$ cat config.mk
export PLATFORM = sky130hd
export DESIGN_NAME = lcd_drive
export DESIGN_NICKNAME = d
export VERILOG_FILES = /design/src/common/lcd_pkg.sv /design/src/rtl/lcd_drive.sv /design/src/rtl/tick_div.sv
export SDC_FILE = /design/constraint.sdc
export NUM_CORES = 1
export LEC_CHECK = 0
export BUFFER_PORTS_ARGS = -buffer_cell sky130_fd_sc_hd__buf_2
export CORE_ASPECT_RATIO = 0.7
export CORE_MARGIN = 3
export CORE_UTILIZATION = 40
export CTS_BUF_LIST = sky130_fd_sc_hd__clkbuf_2
export DETAILED_ROUTE_END_ITERATION = 16
export RECOVER_POWER = 50
export SLEW_MARGIN = 20
export SYNTH_ARGS = -nofsm -noshare
export SYNTH_HDL_FRONTEND = slang
export SYNTH_HIERARCHICAL = 1
export SYNTH_SLANG_ARGS = --single-unit
$ cat constraint.sdc
create_clock -name mclk -period 8.7 [get_ports mclk]
set_clock_uncertainty 0.1 [all_clocks]
set_input_delay 1.74 -clock mclk [delete_from_list [all_inputs] [get_ports mclk]]
set_output_delay 1.74 -clock mclk [all_outputs]
set_load 0.01 [all_outputs]
$ cat src/common/lcd_pkg.sv
// Shared constants and configuration carrier of the segment display driver
`default_nettype none
package lcd_pkg;
	// ----------------------------------------------------------------
	// Geometry
	// ----------------------------------------------------------------
	localparam int NCOM = 4;
	localparam int SEG_COUNT = 48;
	localparam int BITS_PER_BYTE = 8;
	localparam int NTAP = 7;

	// ----------------------------------------------------------------
	// Multiplex select codes
	// ----------------------------------------------------------------
	localparam logic [1:0] MUX_STATIC = 2'h0;
	localparam logic [1:0] MUX_HALF = 2'h1;
	localparam logic [1:0] MUX_THIRD = 2'h2;
	localparam logic [1:0] MUX_QUARTER = 2'h3;

	// ----------------------------------------------------------------
	// Frame clock source codes
	// ----------------------------------------------------------------
	localparam logic [1:0] CS_INSTR = 2'h0;
	localparam logic [1:0] CS_SOSC = 2'h1;
	localparam logic [1:0] CS_RC = 2'h2;

	// ----------------------------------------------------------------
	// Timing: source dividers and sequencer step counts
	// ----------------------------------------------------------------
	localparam int INSTR_DIV = 8192;
	localparam int OSC_DIV = 32;
	localparam int OSC_W = $clog2(OSC_DIV / 2);
	localparam logic [OSC_W-1:0] OSC_HALF_LIMIT = OSC_W'(OSC_DIV / 2 - 1);
	localparam logic [2:0] LAST_STEP_STD = 3'h7;
	localparam logic [2:0] LAST_STEP_THIRD = 3'h5;

	// ----------------------------------------------------------------
	// Drive levels, in steps of the bias ladder; level 0 is minimum
	// ----------------------------------------------------------------
	localparam logic [1:0] LVL_0 = 2'h0;
	localparam logic [1:0] LVL_1 = 2'h1;
	localparam logic [1:0] LVL_2 = 2'h2;
	localparam logic [1:0] LVL_3 = 2'h3;

	// ----------------------------------------------------------------
	// Reset values
	// ----------------------------------------------------------------
	localparam logic [7:0] PIX_RESET = 8'h00;

	// ----------------------------------------------------------------
	// Configuration carrier
	// ----------------------------------------------------------------
	typedef struct packed {
		logic enable;
		logic [1:0] mux;
		logic [1:0] clk_sel;
		logic [3:0] prescale;
		logic type_b;
		logic slp_en;
		logic ref_en;
		logic [2:0] bias_pin_en;
		logic [2:0] contrast;
	} lcd_cfg_t;
endpackage
`default_nettype wire

$ cat src/rtl/lcd_drive.sv
// Segment display drive controller: pixel store, frame timing, waveforms, pin takeover
//
// Behaviour
// Contrast ladder offers seven selectable taps
// Reference off disables contrast, bias external
// Module inactive forces internal reference off
// Three bias pins independently enabled, ladder unaffected
// Static, half, third, quarter drive commons from 0
// Multiplex select claims shared pins for commons
// General pins follow direction, common pins ignore it
// Reset clears multiplex select to static
// Segment enable makes pin driver, overrides direction
// Reset clears all segment enables
// Each pixel bit drives exactly one intersection
// Unused pixel bits stay readable and writable
// Frame rate is source over factor times prescale+1
// Source: instruction/8192, crystal/32 or RC/32
// Pixel signal DC free with two rms levels
// Type-A inverts phase inside each common slot
// Type-B inverts phase at each frame boundary
// Instruction source: processor sleep always stops display
// Firmware sleeps only at zero net DC
// Pixel bit one dark, zero clear
// Display sleep stops, drives minimum on all lines
// Phasing type applied at next frame boundary
// Prescaler counts source ticks modulo prescale+1
`default_nettype none
module lcd_drive
	import lcd_pkg::*;
#(
	parameter int INSTR_DIVIDE = lcd_pkg::INSTR_DIV,
	parameter int NSEG = lcd_pkg::SEG_COUNT
) (
	input wire logic mclk,
	input wire logic arst_n,
	input wire lcd_pkg::lcd_cfg_t cfg,
	input wire logic cpu_sleep,
	input wire logic sosc_tick,
	input wire logic rc_tick,
	input wire logic [NSEG-1:0] seg_enable,
	input wire logic [NSEG-1:0] seg_dir,
	input wire logic [2:0] shared_dir,
	input wire logic pix_wr,
	input wire logic [$clog2(lcd_pkg::NCOM*NSEG/8)-1:0] pix_addr,
	input wire logic [7:0] pix_wdata,
	output logic [7:0] pix_rdata_q,
	output logic module_active_flag_q,
	output logic ladder_on_q,
	output logic [lcd_pkg::NTAP-1:0] contrast_tap_q,
	output logic [2:0] bias_pin_q,
	output logic [lcd_pkg::NCOM-1:0][1:0] com_level_q,
	output logic [2:0] shared_com_q,
	output logic [2:0] shared_oe_q,
	output logic [NSEG-1:0][1:0] seg_level_q,
	output logic [NSEG-1:0] seg_lcd_q,
	output logic [NSEG-1:0] seg_oe_q,
	output logic frame_q
);
	import lcd_pkg::*;

	// ----------------------------------------------------------------
	// Derived sizes
	// ----------------------------------------------------------------
	localparam int BPC = NSEG / BITS_PER_BYTE;
	localparam int NBYTE = NCOM * BPC;
	localparam int AW = $clog2(NBYTE);
	localparam int IW = $clog2(INSTR_DIVIDE / 2);
	localparam logic [IW-1:0] INSTR_HALF_LIMIT = IW'(INSTR_DIVIDE / 2 - 1);

	logic sleeping;
	logic run;
	logic instr_half, sosc_half, rc_half, src_half, step_en;
	logic [2:0] step_q;
	logic [2:0] last_step;
	logic frame_end;
	logic frame_par_q;
	logic type_b_q;
	logic [1:0] slot;
	logic phase_a, phase;
	logic [2:0] ncom;
	logic [7:0] pix_mem [NBYTE];
	logic [NSEG-1:0] row;
	logic [NCOM-1:0][1:0] com_level_d;
	logic [NSEG-1:0][1:0] seg_level_d;

	// ----------------------------------------------------------------
	// Run control
	// ----------------------------------------------------------------
	// Instruction-derived timing dies with the core, so sleep wins there
	assign sleeping = cpu_sleep && (cfg.slp_en || cfg.clk_sel == CS_INSTR);
	assign run = cfg.enable && !sleeping;

	// ----------------------------------------------------------------
	// Frame clock sources and prescaler
	// ----------------------------------------------------------------
	// Each source is divided to twice its documented rate, giving two
	// half steps per tick so that Type-A can flip inside any slot
	tick_div #(.W(IW)) u_instr_div (
		.mclk(mclk),
		.arst_n(arst_n),
		.en(1'b1),
		.clr(!run),
		.limit(INSTR_HALF_LIMIT),
		.tick(instr_half)
	);

	tick_div #(.W(OSC_W)) u_sosc_div (
		.mclk(mclk),
		.arst_n(arst_n),
		.en(sosc_tick),
		.clr(!run),
		.limit(OSC_HALF_LIMIT),
		.tick(sosc_half)
	);

	tick_div #(.W(OSC_W)) u_rc_div (
		.mclk(mclk),
		.arst_n(arst_n),
		.en(rc_tick),
		.clr(!run),
		.limit(OSC_HALF_LIMIT),
		.tick(rc_half)
	);

	// Source select; the unused code gives no ticks
	always_comb begin
		unique case (cfg.clk_sel)
			CS_INSTR: src_half = instr_half;
			CS_SOSC: src_half = sosc_half;
			CS_RC: src_half = rc_half;
			default: src_half = 1'b0;
		endcase
	end

	tick_div #(.W(4)) u_prescale (
		.mclk(mclk),
		.arst_n(arst_n),
		.en(src_half),
		.clr(!run),
		.limit(cfg.prescale),
		.tick(step_en)
	);

	// ----------------------------------------------------------------
	// Slot and phase sequencer
	// ----------------------------------------------------------------
	// Eight half steps per frame (six for third) give the factors
	// 4x1, 2x2, 1x3 and 1x4 of the frame rate
	assign last_step = (cfg.mux == MUX_THIRD) ? LAST_STEP_THIRD : LAST_STEP_STD;
	assign frame_end = step_en && (step_q == last_step);
	assign ncom = {1'b0, cfg.mux} + 3'h1;

	// Step counter restarts from frame start whenever the module halts
	always_ff @(posedge mclk or negedge arst_n) begin
		if (!arst_n) begin
			step_q <= 3'h0;
		end else if (!run) begin
			step_q <= 3'h0;
		end else if (step_en) begin
			step_q <= frame_end ? 3'h0 : 3'(step_q + 3'h1);
		end
	end

	// While running, frame parity and the phasing type move only at frame end; a halt clears parity and loads the type
	always_ff @(posedge mclk or negedge arst_n) begin
		if (!arst_n) begin
			frame_par_q <= 1'b0;
			type_b_q <= 1'b0;
		end else if (!run) begin
			frame_par_q <= 1'b0;
			type_b_q <= cfg.type_b;
		end else if (frame_end) begin
			frame_par_q <= !frame_par_q;
			type_b_q <= cfg.type_b;
		end
	end

	// Slot of the selected common and the mid-slot phase flip
	always_comb begin
		unique case (cfg.mux)
			MUX_STATIC: begin
				slot = 2'h0;
				phase_a = step_q[2];
			end
			MUX_HALF: begin
				slot = {1'b0, step_q[2]};
				phase_a = step_q[1];
			end
			MUX_THIRD: begin
				slot = step_q[2:1];
				phase_a = step_q[0];
			end
			MUX_QUARTER: begin
				slot = step_q[2:1];
				phase_a = step_q[0];
			end
		endcase
	end

	// Type-A flips in the slot, Type-B holds phase for a whole frame
	assign phase = type_b_q ? frame_par_q : phase_a;

	// ----------------------------------------------------------------
	// Pixel store
	// ----------------------------------------------------------------
	// Writes are held off during processor sleep so the image stays put;
	// every byte is kept, used on the glass or not
	always_ff @(posedge mclk or negedge arst_n) begin
		if (!arst_n) begin
			for (int i = 0; i < NBYTE; i++) begin
				pix_mem[i] <= PIX_RESET;
			end
		end else if (pix_wr && !cpu_sleep && int'(pix_addr) < NBYTE) begin
			pix_mem[pix_addr] <= pix_wdata;
		end
	end

	// Read port, zero outside the store
	always_ff @(posedge mclk or negedge arst_n) begin
		if (!arst_n) begin
			pix_rdata_q <= PIX_RESET;
		end else begin
			pix_rdata_q <= (int'(pix_addr) < NBYTE) ? pix_mem[pix_addr] : PIX_RESET;
		end
	end

	// Row of the active common: one bit per segment
	always_comb begin
		for (int s = 0; s < NSEG; s++) begin
			row[s] = pix_mem[int'(slot) * BPC + s / BITS_PER_BYTE][s % BITS_PER_BYTE];
		end
	end

	// ----------------------------------------------------------------
	// Waveform levels
	// ----------------------------------------------------------------
	// Static swings full range; multiplexed modes use a third-step
	// ladder, so a dark pixel sees 3 steps and a clear one sees 1
	always_comb begin
		for (int c = 0; c < NCOM; c++) begin
			if (!run || c >= int'(ncom)) begin
				com_level_d[c] = LVL_0;
			end else if (cfg.mux == MUX_STATIC || c == int'(slot)) begin
				com_level_d[c] = phase ? LVL_3 : LVL_0;
			end else begin
				com_level_d[c] = phase ? LVL_1 : LVL_2;
			end
		end
		for (int s = 0; s < NSEG; s++) begin
			if (!run || !seg_enable[s]) begin
				seg_level_d[s] = LVL_0;
			end else if (row[s]) begin
				seg_level_d[s] = phase ? LVL_0 : LVL_3;
			end else if (cfg.mux == MUX_STATIC) begin
				seg_level_d[s] = phase ? LVL_3 : LVL_0;
			end else begin
				seg_level_d[s] = phase ? LVL_2 : LVL_1;
			end
		end
	end

	// Registered line levels
	always_ff @(posedge mclk or negedge arst_n) begin
		if (!arst_n) begin
			com_level_q <= '0;
			seg_level_q <= '0;
		end else begin
			com_level_q <= com_level_d;
			seg_level_q <= seg_level_d;
		end
	end

	// One-cycle mark at each frame boundary
	always_ff @(posedge mclk or negedge arst_n) begin
		if (!arst_n) begin
			frame_q <= 1'b0;
		end else begin
			frame_q <= frame_end;
		end
	end

	// ----------------------------------------------------------------
	// Reference, contrast and bias pins
	// ----------------------------------------------------------------
	// Ladder follows module activity; pin enables never gate it
	always_ff @(posedge mclk or negedge arst_n) begin
		if (!arst_n) begin
			module_active_flag_q <= 1'b0;
			ladder_on_q <= 1'b0;
			contrast_tap_q <= '0;
			bias_pin_q <= 3'h0;
		end else begin
			module_active_flag_q <= run;
			ladder_on_q <= cfg.ref_en && run;
			contrast_tap_q <= '0;
			if (cfg.ref_en && run) begin
				// Code seven saturates on the top tap
				contrast_tap_q[(cfg.contrast > 3'h6) ? 6 : int'(cfg.contrast)] <= 1'b1;
			end
			bias_pin_q <= cfg.bias_pin_en;
		end
	end

	// ----------------------------------------------------------------
	// Pin takeover
	// ----------------------------------------------------------------
	// Enables clear at reset, so every pin starts as general I/O;
	// a direction bit of one means input
	always_ff @(posedge mclk or negedge arst_n) begin
		if (!arst_n) begin
			shared_com_q <= 3'h0;
			shared_oe_q <= 3'h0;
			seg_lcd_q <= '0;
			seg_oe_q <= '0;
		end else begin
			for (int k = 0; k < 3; k++) begin
				shared_com_q[k] <= (int'(cfg.mux) > k);
				shared_oe_q[k] <= (int'(cfg.mux) > k) || !shared_dir[k];
			end
			seg_lcd_q <= seg_enable;
			seg_oe_q <= seg_enable | ~seg_dir;
		end
	end
endmodule
`default_nettype wire

$ cat src/rtl/tick_div.sv
// Modulo counter that turns an enable stream into a slower one-cycle tick
`default_nettype none
module tick_div #(
	parameter int W = 4
) (
	input wire logic mclk,
	input wire logic arst_n,
	input wire logic en,
	input wire logic clr,
	input wire logic [W-1:0] limit,
	output logic tick
);
	logic [W-1:0] cnt_q;

	// Tick on the enable that reaches the limit, so period is limit + 1
	assign tick = en && !clr && (cnt_q >= limit);

	// Count enables; a clear restarts the period
	always_ff @(posedge mclk or negedge arst_n) begin
		if (!arst_n) begin
			cnt_q <= '0;
		end else if (clr) begin
			cnt_q <= '0;
		end else if (en) begin
			cnt_q <= tick ? '0 : W'(cnt_q + 1'b1);
		end
	end
endmodule
`default_nettype wire

==> results.py <==
metrics = {
    "layout": {
        "area_delta_synth_final_pct": 14.7,
        "fin_nets": 2644,
        "final_util_pct": 46.7,
        "n_fill_cell": 5370,
        "drive_gt1_share_pct": 31.0,
    },
    "sta": {
        "hold_viol_final": 0,
        "layout_min_cycle_time_ns": 5.54,
        "setup_viol": 0,
        "worst_pin_slew_ns": 3.95,
        "slew-limit-headroom_pct": -164,
        "fin_crit_sh_pct": 63.7,
        "maxSlewViolCount": 369,
        "rsz0062_at_grt": "false",
        "setup_tns_ns": 0,
        "whs_ns": 0.464,
        "max_freq_mhz": 180,
    },
    "synthesis": {
        "ys_seq_area_share_pct": 48.0,
        "synth_fa_ha_area_share_pct": 1.93,
        "synthMostInstantiatedCell": "dfrtp_1",
        "ys_seq_elements": 448,
        "synth_compound_area_share_pct": 13.9,
        "synth-xor-area-share_pct": 1.09,
        "async_flop_share_pct": 100,
        "yosys.area.top_type": "dfrtp_1",
        "synth_area_um2": 23300,
        "syn_inst": 2076,
        "synth_ff_type": "dfrtp_1",
        "synth_top_cell_area_share_pct": 48.0,
        "yosys.area_share.simple_pct": 11.3,
        "synth_top_family_by_area": "multiplexers",
        "ys_top_cells_by_area": "dfrtp_1 (48%), mux2_2 (8.2%), mux4_2 (7.2%)",
        "syn_area_per_cell_um2": 11.2,
        "muxShareOfSynthArea_pct": 19.7,
        "synth_cell_types": 73,
        "synth-edff-count": 0,
        "synth_commonest_cells": "dfrtp_1 (448), mux2_2 (169), nand2_1 (149), a21oi_1 (114), nor2_1 (104)",
        "synth.yosys.warnings": 6,
    },
    "clocking": {
        "clock_sinks": 448,
        "cts_root_buffer": "clkbuf_2",
        "ctsResizeCount": 0,
        "hold_buffers": 0,
        "htreeDepth": 3,
        "cts_setup_buffers": 0,
        "clk_path_buf_depth": 3,
        "cts_tree": "done",
        "path_clk_slew_ns": 0.11,
        "cts_made_buffers": 111,
        "clk-insertion-delay-late_ns": 1.16,
    },
    "outcome": {
        "status": "finished, violations left",
        "failed_checks": "capacitance limit, slew limit",
    },
    "place": {
        "hpwl_um": 58200,
        "place_congestion": 1.03,
        "port_buffers": 362,
    },
    "route": {
        "drt_first_pass_iters": 5,
        "antenna_left": 0,
        "totalWireLength_um": 81800,
        "vias_per_cell": 5.92,
        "routedWlPerCell_um": 24.7,
        "first_iter_violations": 2106,
        "route.detailed.drc": 0,
        "num_vias": 19600,
    },
    "worst_setup_path": {
        "crit_fanout": 39,
        "worstPathRequired_ns": 9.62,
        "crit_type": "input pin to flip-flop",
        "setup.worst_path.start_class": "input pin",
        "crit_arrival_ns": 6.46,
        "worstSetupEndpointType": "flip-flop",
    },
    "floorplanning": {
        "io_pins": 363,
        "coreArea_um2": 57300,
        "die_y_um": 208,
        "rows": 73,
        "die_width_um": 295,
        "initial_core_util_pct": 40.7,
        "dieArea_um2": 61300,
    },
    "global_route": {
        "grt_usage_pct": 26.3,
        "grt_max_degree": 159,
        "grt_pass1_wl_um": 122000,
        "antenna_found_initial": 3,
        "grt_pass1_vias": 19200,
        "overflow": 0,
    },
    "min_path": {
        "worstHoldPathType": "flip-flop to flip-flop",
    },
    "pwr": {
        "peakVddDrop_v": 0.0000722,
        "power.leakage_nw": 12.5,
        "power_density_nw_per_um2": 172,
    },
    "flow_run": {
        "drv_cap": 5,
    },
}
## worst max-delay path: stages
cell	delay, ns
clkbuf_1	0.47
and3b_4	0.39
nor2_4	0.27
buf_4	0.57
ha_1	0.82
nand2_1	0.68
o31ai_1	0.42
a211oi_1	0.09
o21ai_1	0.61
xnor2_1	0.12
and3_1	0.24
## logic make-up (layout without fill, tap and decap cells)
family | Yosys count | count (layout)
DFF | 448 | 448
buffers and inverters | 216 | 673
and+or+nand+nor | 526 | 526
adders and majority gates | 36 | 36
xor gates and xnor gates | 29 | 29
AOI/OAI and AO/OA | 475 | 475
muxes | 345 | 345
other | 1 | 33
## metal layers
metal | track usage [%] | part of all wire, %
met5 | 0 | 0.11
met4 | 9.35 | 3.5
met3 | 9.15 | 11
met2 | 37.9 | 43
met1 | 36.8 | 42
## power breakdown
part	leakage, nW	internal [mW]	switching, mW
sequential	5.70	2.24	0.170
clock	0.769	0.575	0.892
combinational	6.03	0.326	0.407
total	12.5	3.14	1.47
## placed cells by master (no fill, tap or decap), types with 7 or more instances in the layout
master / synthesis / final
a211o_1: 12 / 12
a211oi_1: 53 / 53
a21boi_0: 16 / 16
a21oi_1: 114 / 114
a21oi_2: 14 / 14
a22oi_1: 25 / 25
a31oi_1: 9 / 9
and2_1: 29 / 29
and3_1: 13 / 13
buf_2: 18 / 310
buf_4: 3 / 30
clkbuf_1: 98 / 56
clkbuf_2: 0 / 156
clkinv_1: 2 / 37
conb_1: 1 / 29
dfrtp_1: 448 / 447
ha_1: 36 / 36
inv_1: 69 / 69
mux2_2: 169 / 169
mux2i_1: 101 / 101
mux4_2: 75 / 75
nand2_1: 149 / 149
nand2b_1: 70 / 72
nand3_1: 49 / 49
nand4_1: 23 / 23
nor2_1: 104 / 102
nor2b_1: 7 / 7
nor3_1: 39 / 38
nor3b_1: 8 / 8
o211ai_1: 26 / 26
o21a_1: 8 / 7
o21ai_0: 85 / 85
o221ai_1: 35 / 35
o22a_1: 10 / 10
o22ai_1: 21 / 21
o31ai_1: 7 / 7
xnor2_1: 28 / 28
## registers in the layout (all words and copies together) (netlist names), 3 cells and up
register,flops
u_rc_div/cnt_q,4
com_level_q,8
shared_com_q,3
shared_oe_q,3
u_sosc_div/cnt_q,4
u_prescale/cnt_q,4
u_instr_div/cnt_q,12
pix_mem,192
step_q,3
seg_lcd_q,48
bias_pin_q,3
contrast_tap_q,7
pix_rdata_q,8
seg_level_q,96
seg_oe_q,48
## per-stage QoR
step	power (mW)	setup WS (ns)	cells	area, um2
2_1_floorplan	2.84	3.73	2104	23400
3_3_place_gp	3.17	2.62	3109	25900
3_5_place_dp	3.19	2.54	3109	25900
4_1_cts	4.67	3.84	3311	26900
5_1_grt	4.87	2.92	3315	26800
6_report	4.61	3.16	3315	26800
## final timing paths
check / endpoint / startpoint / depth (start not counted) / slack, ns
hold reg to reg: u_instr_div/cnt_q[0]$_DFFE_PN0P_ / u_instr_div/cnt_q[0]$_DFFE_PN0P_ / 1 / 0.46
min in group asynchronous: u_sosc_div/cnt_q[0]$_DFFE_PN0P_ / arst_n / 1 / 0.50
max in group asynchronous: pix_mem[154]$_DFFE_PN0P_ / arst_n / 2 / 3.62
setup reg to reg: seg_level_q[3]$_DFF_PN0_ / step_q[2]$_DFFE_PN0P_ / 10 / 3.75
hold / removal: u_instr_div/cnt_q[0]$_DFFE_PN0P_ / u_instr_div/cnt_q[0]$_DFFE_PN0P_ / 1 / 0.46
setup / recovery: seg_level_q[3]$_DFF_PN0_ / cfg[16] / 11 / 3.16
## area by class of cell
cell class / count / area [um2] / area share, %
antenna: 4 / 10.0 / 0.0374
tap: 750 / 938 / 3.51
clock inverter: 48 / 279 / 1.04
timing repair buffer: 399 / 2010 / 7.52
sequential: 448 / 11200 / 41.9
clock buffer: 154 / 771 / 2.88
inverter: 72 / 270 / 1.01
multi-input combinational: 1440 / 11300 / 42.1
(Power assumes the default switching activity.)
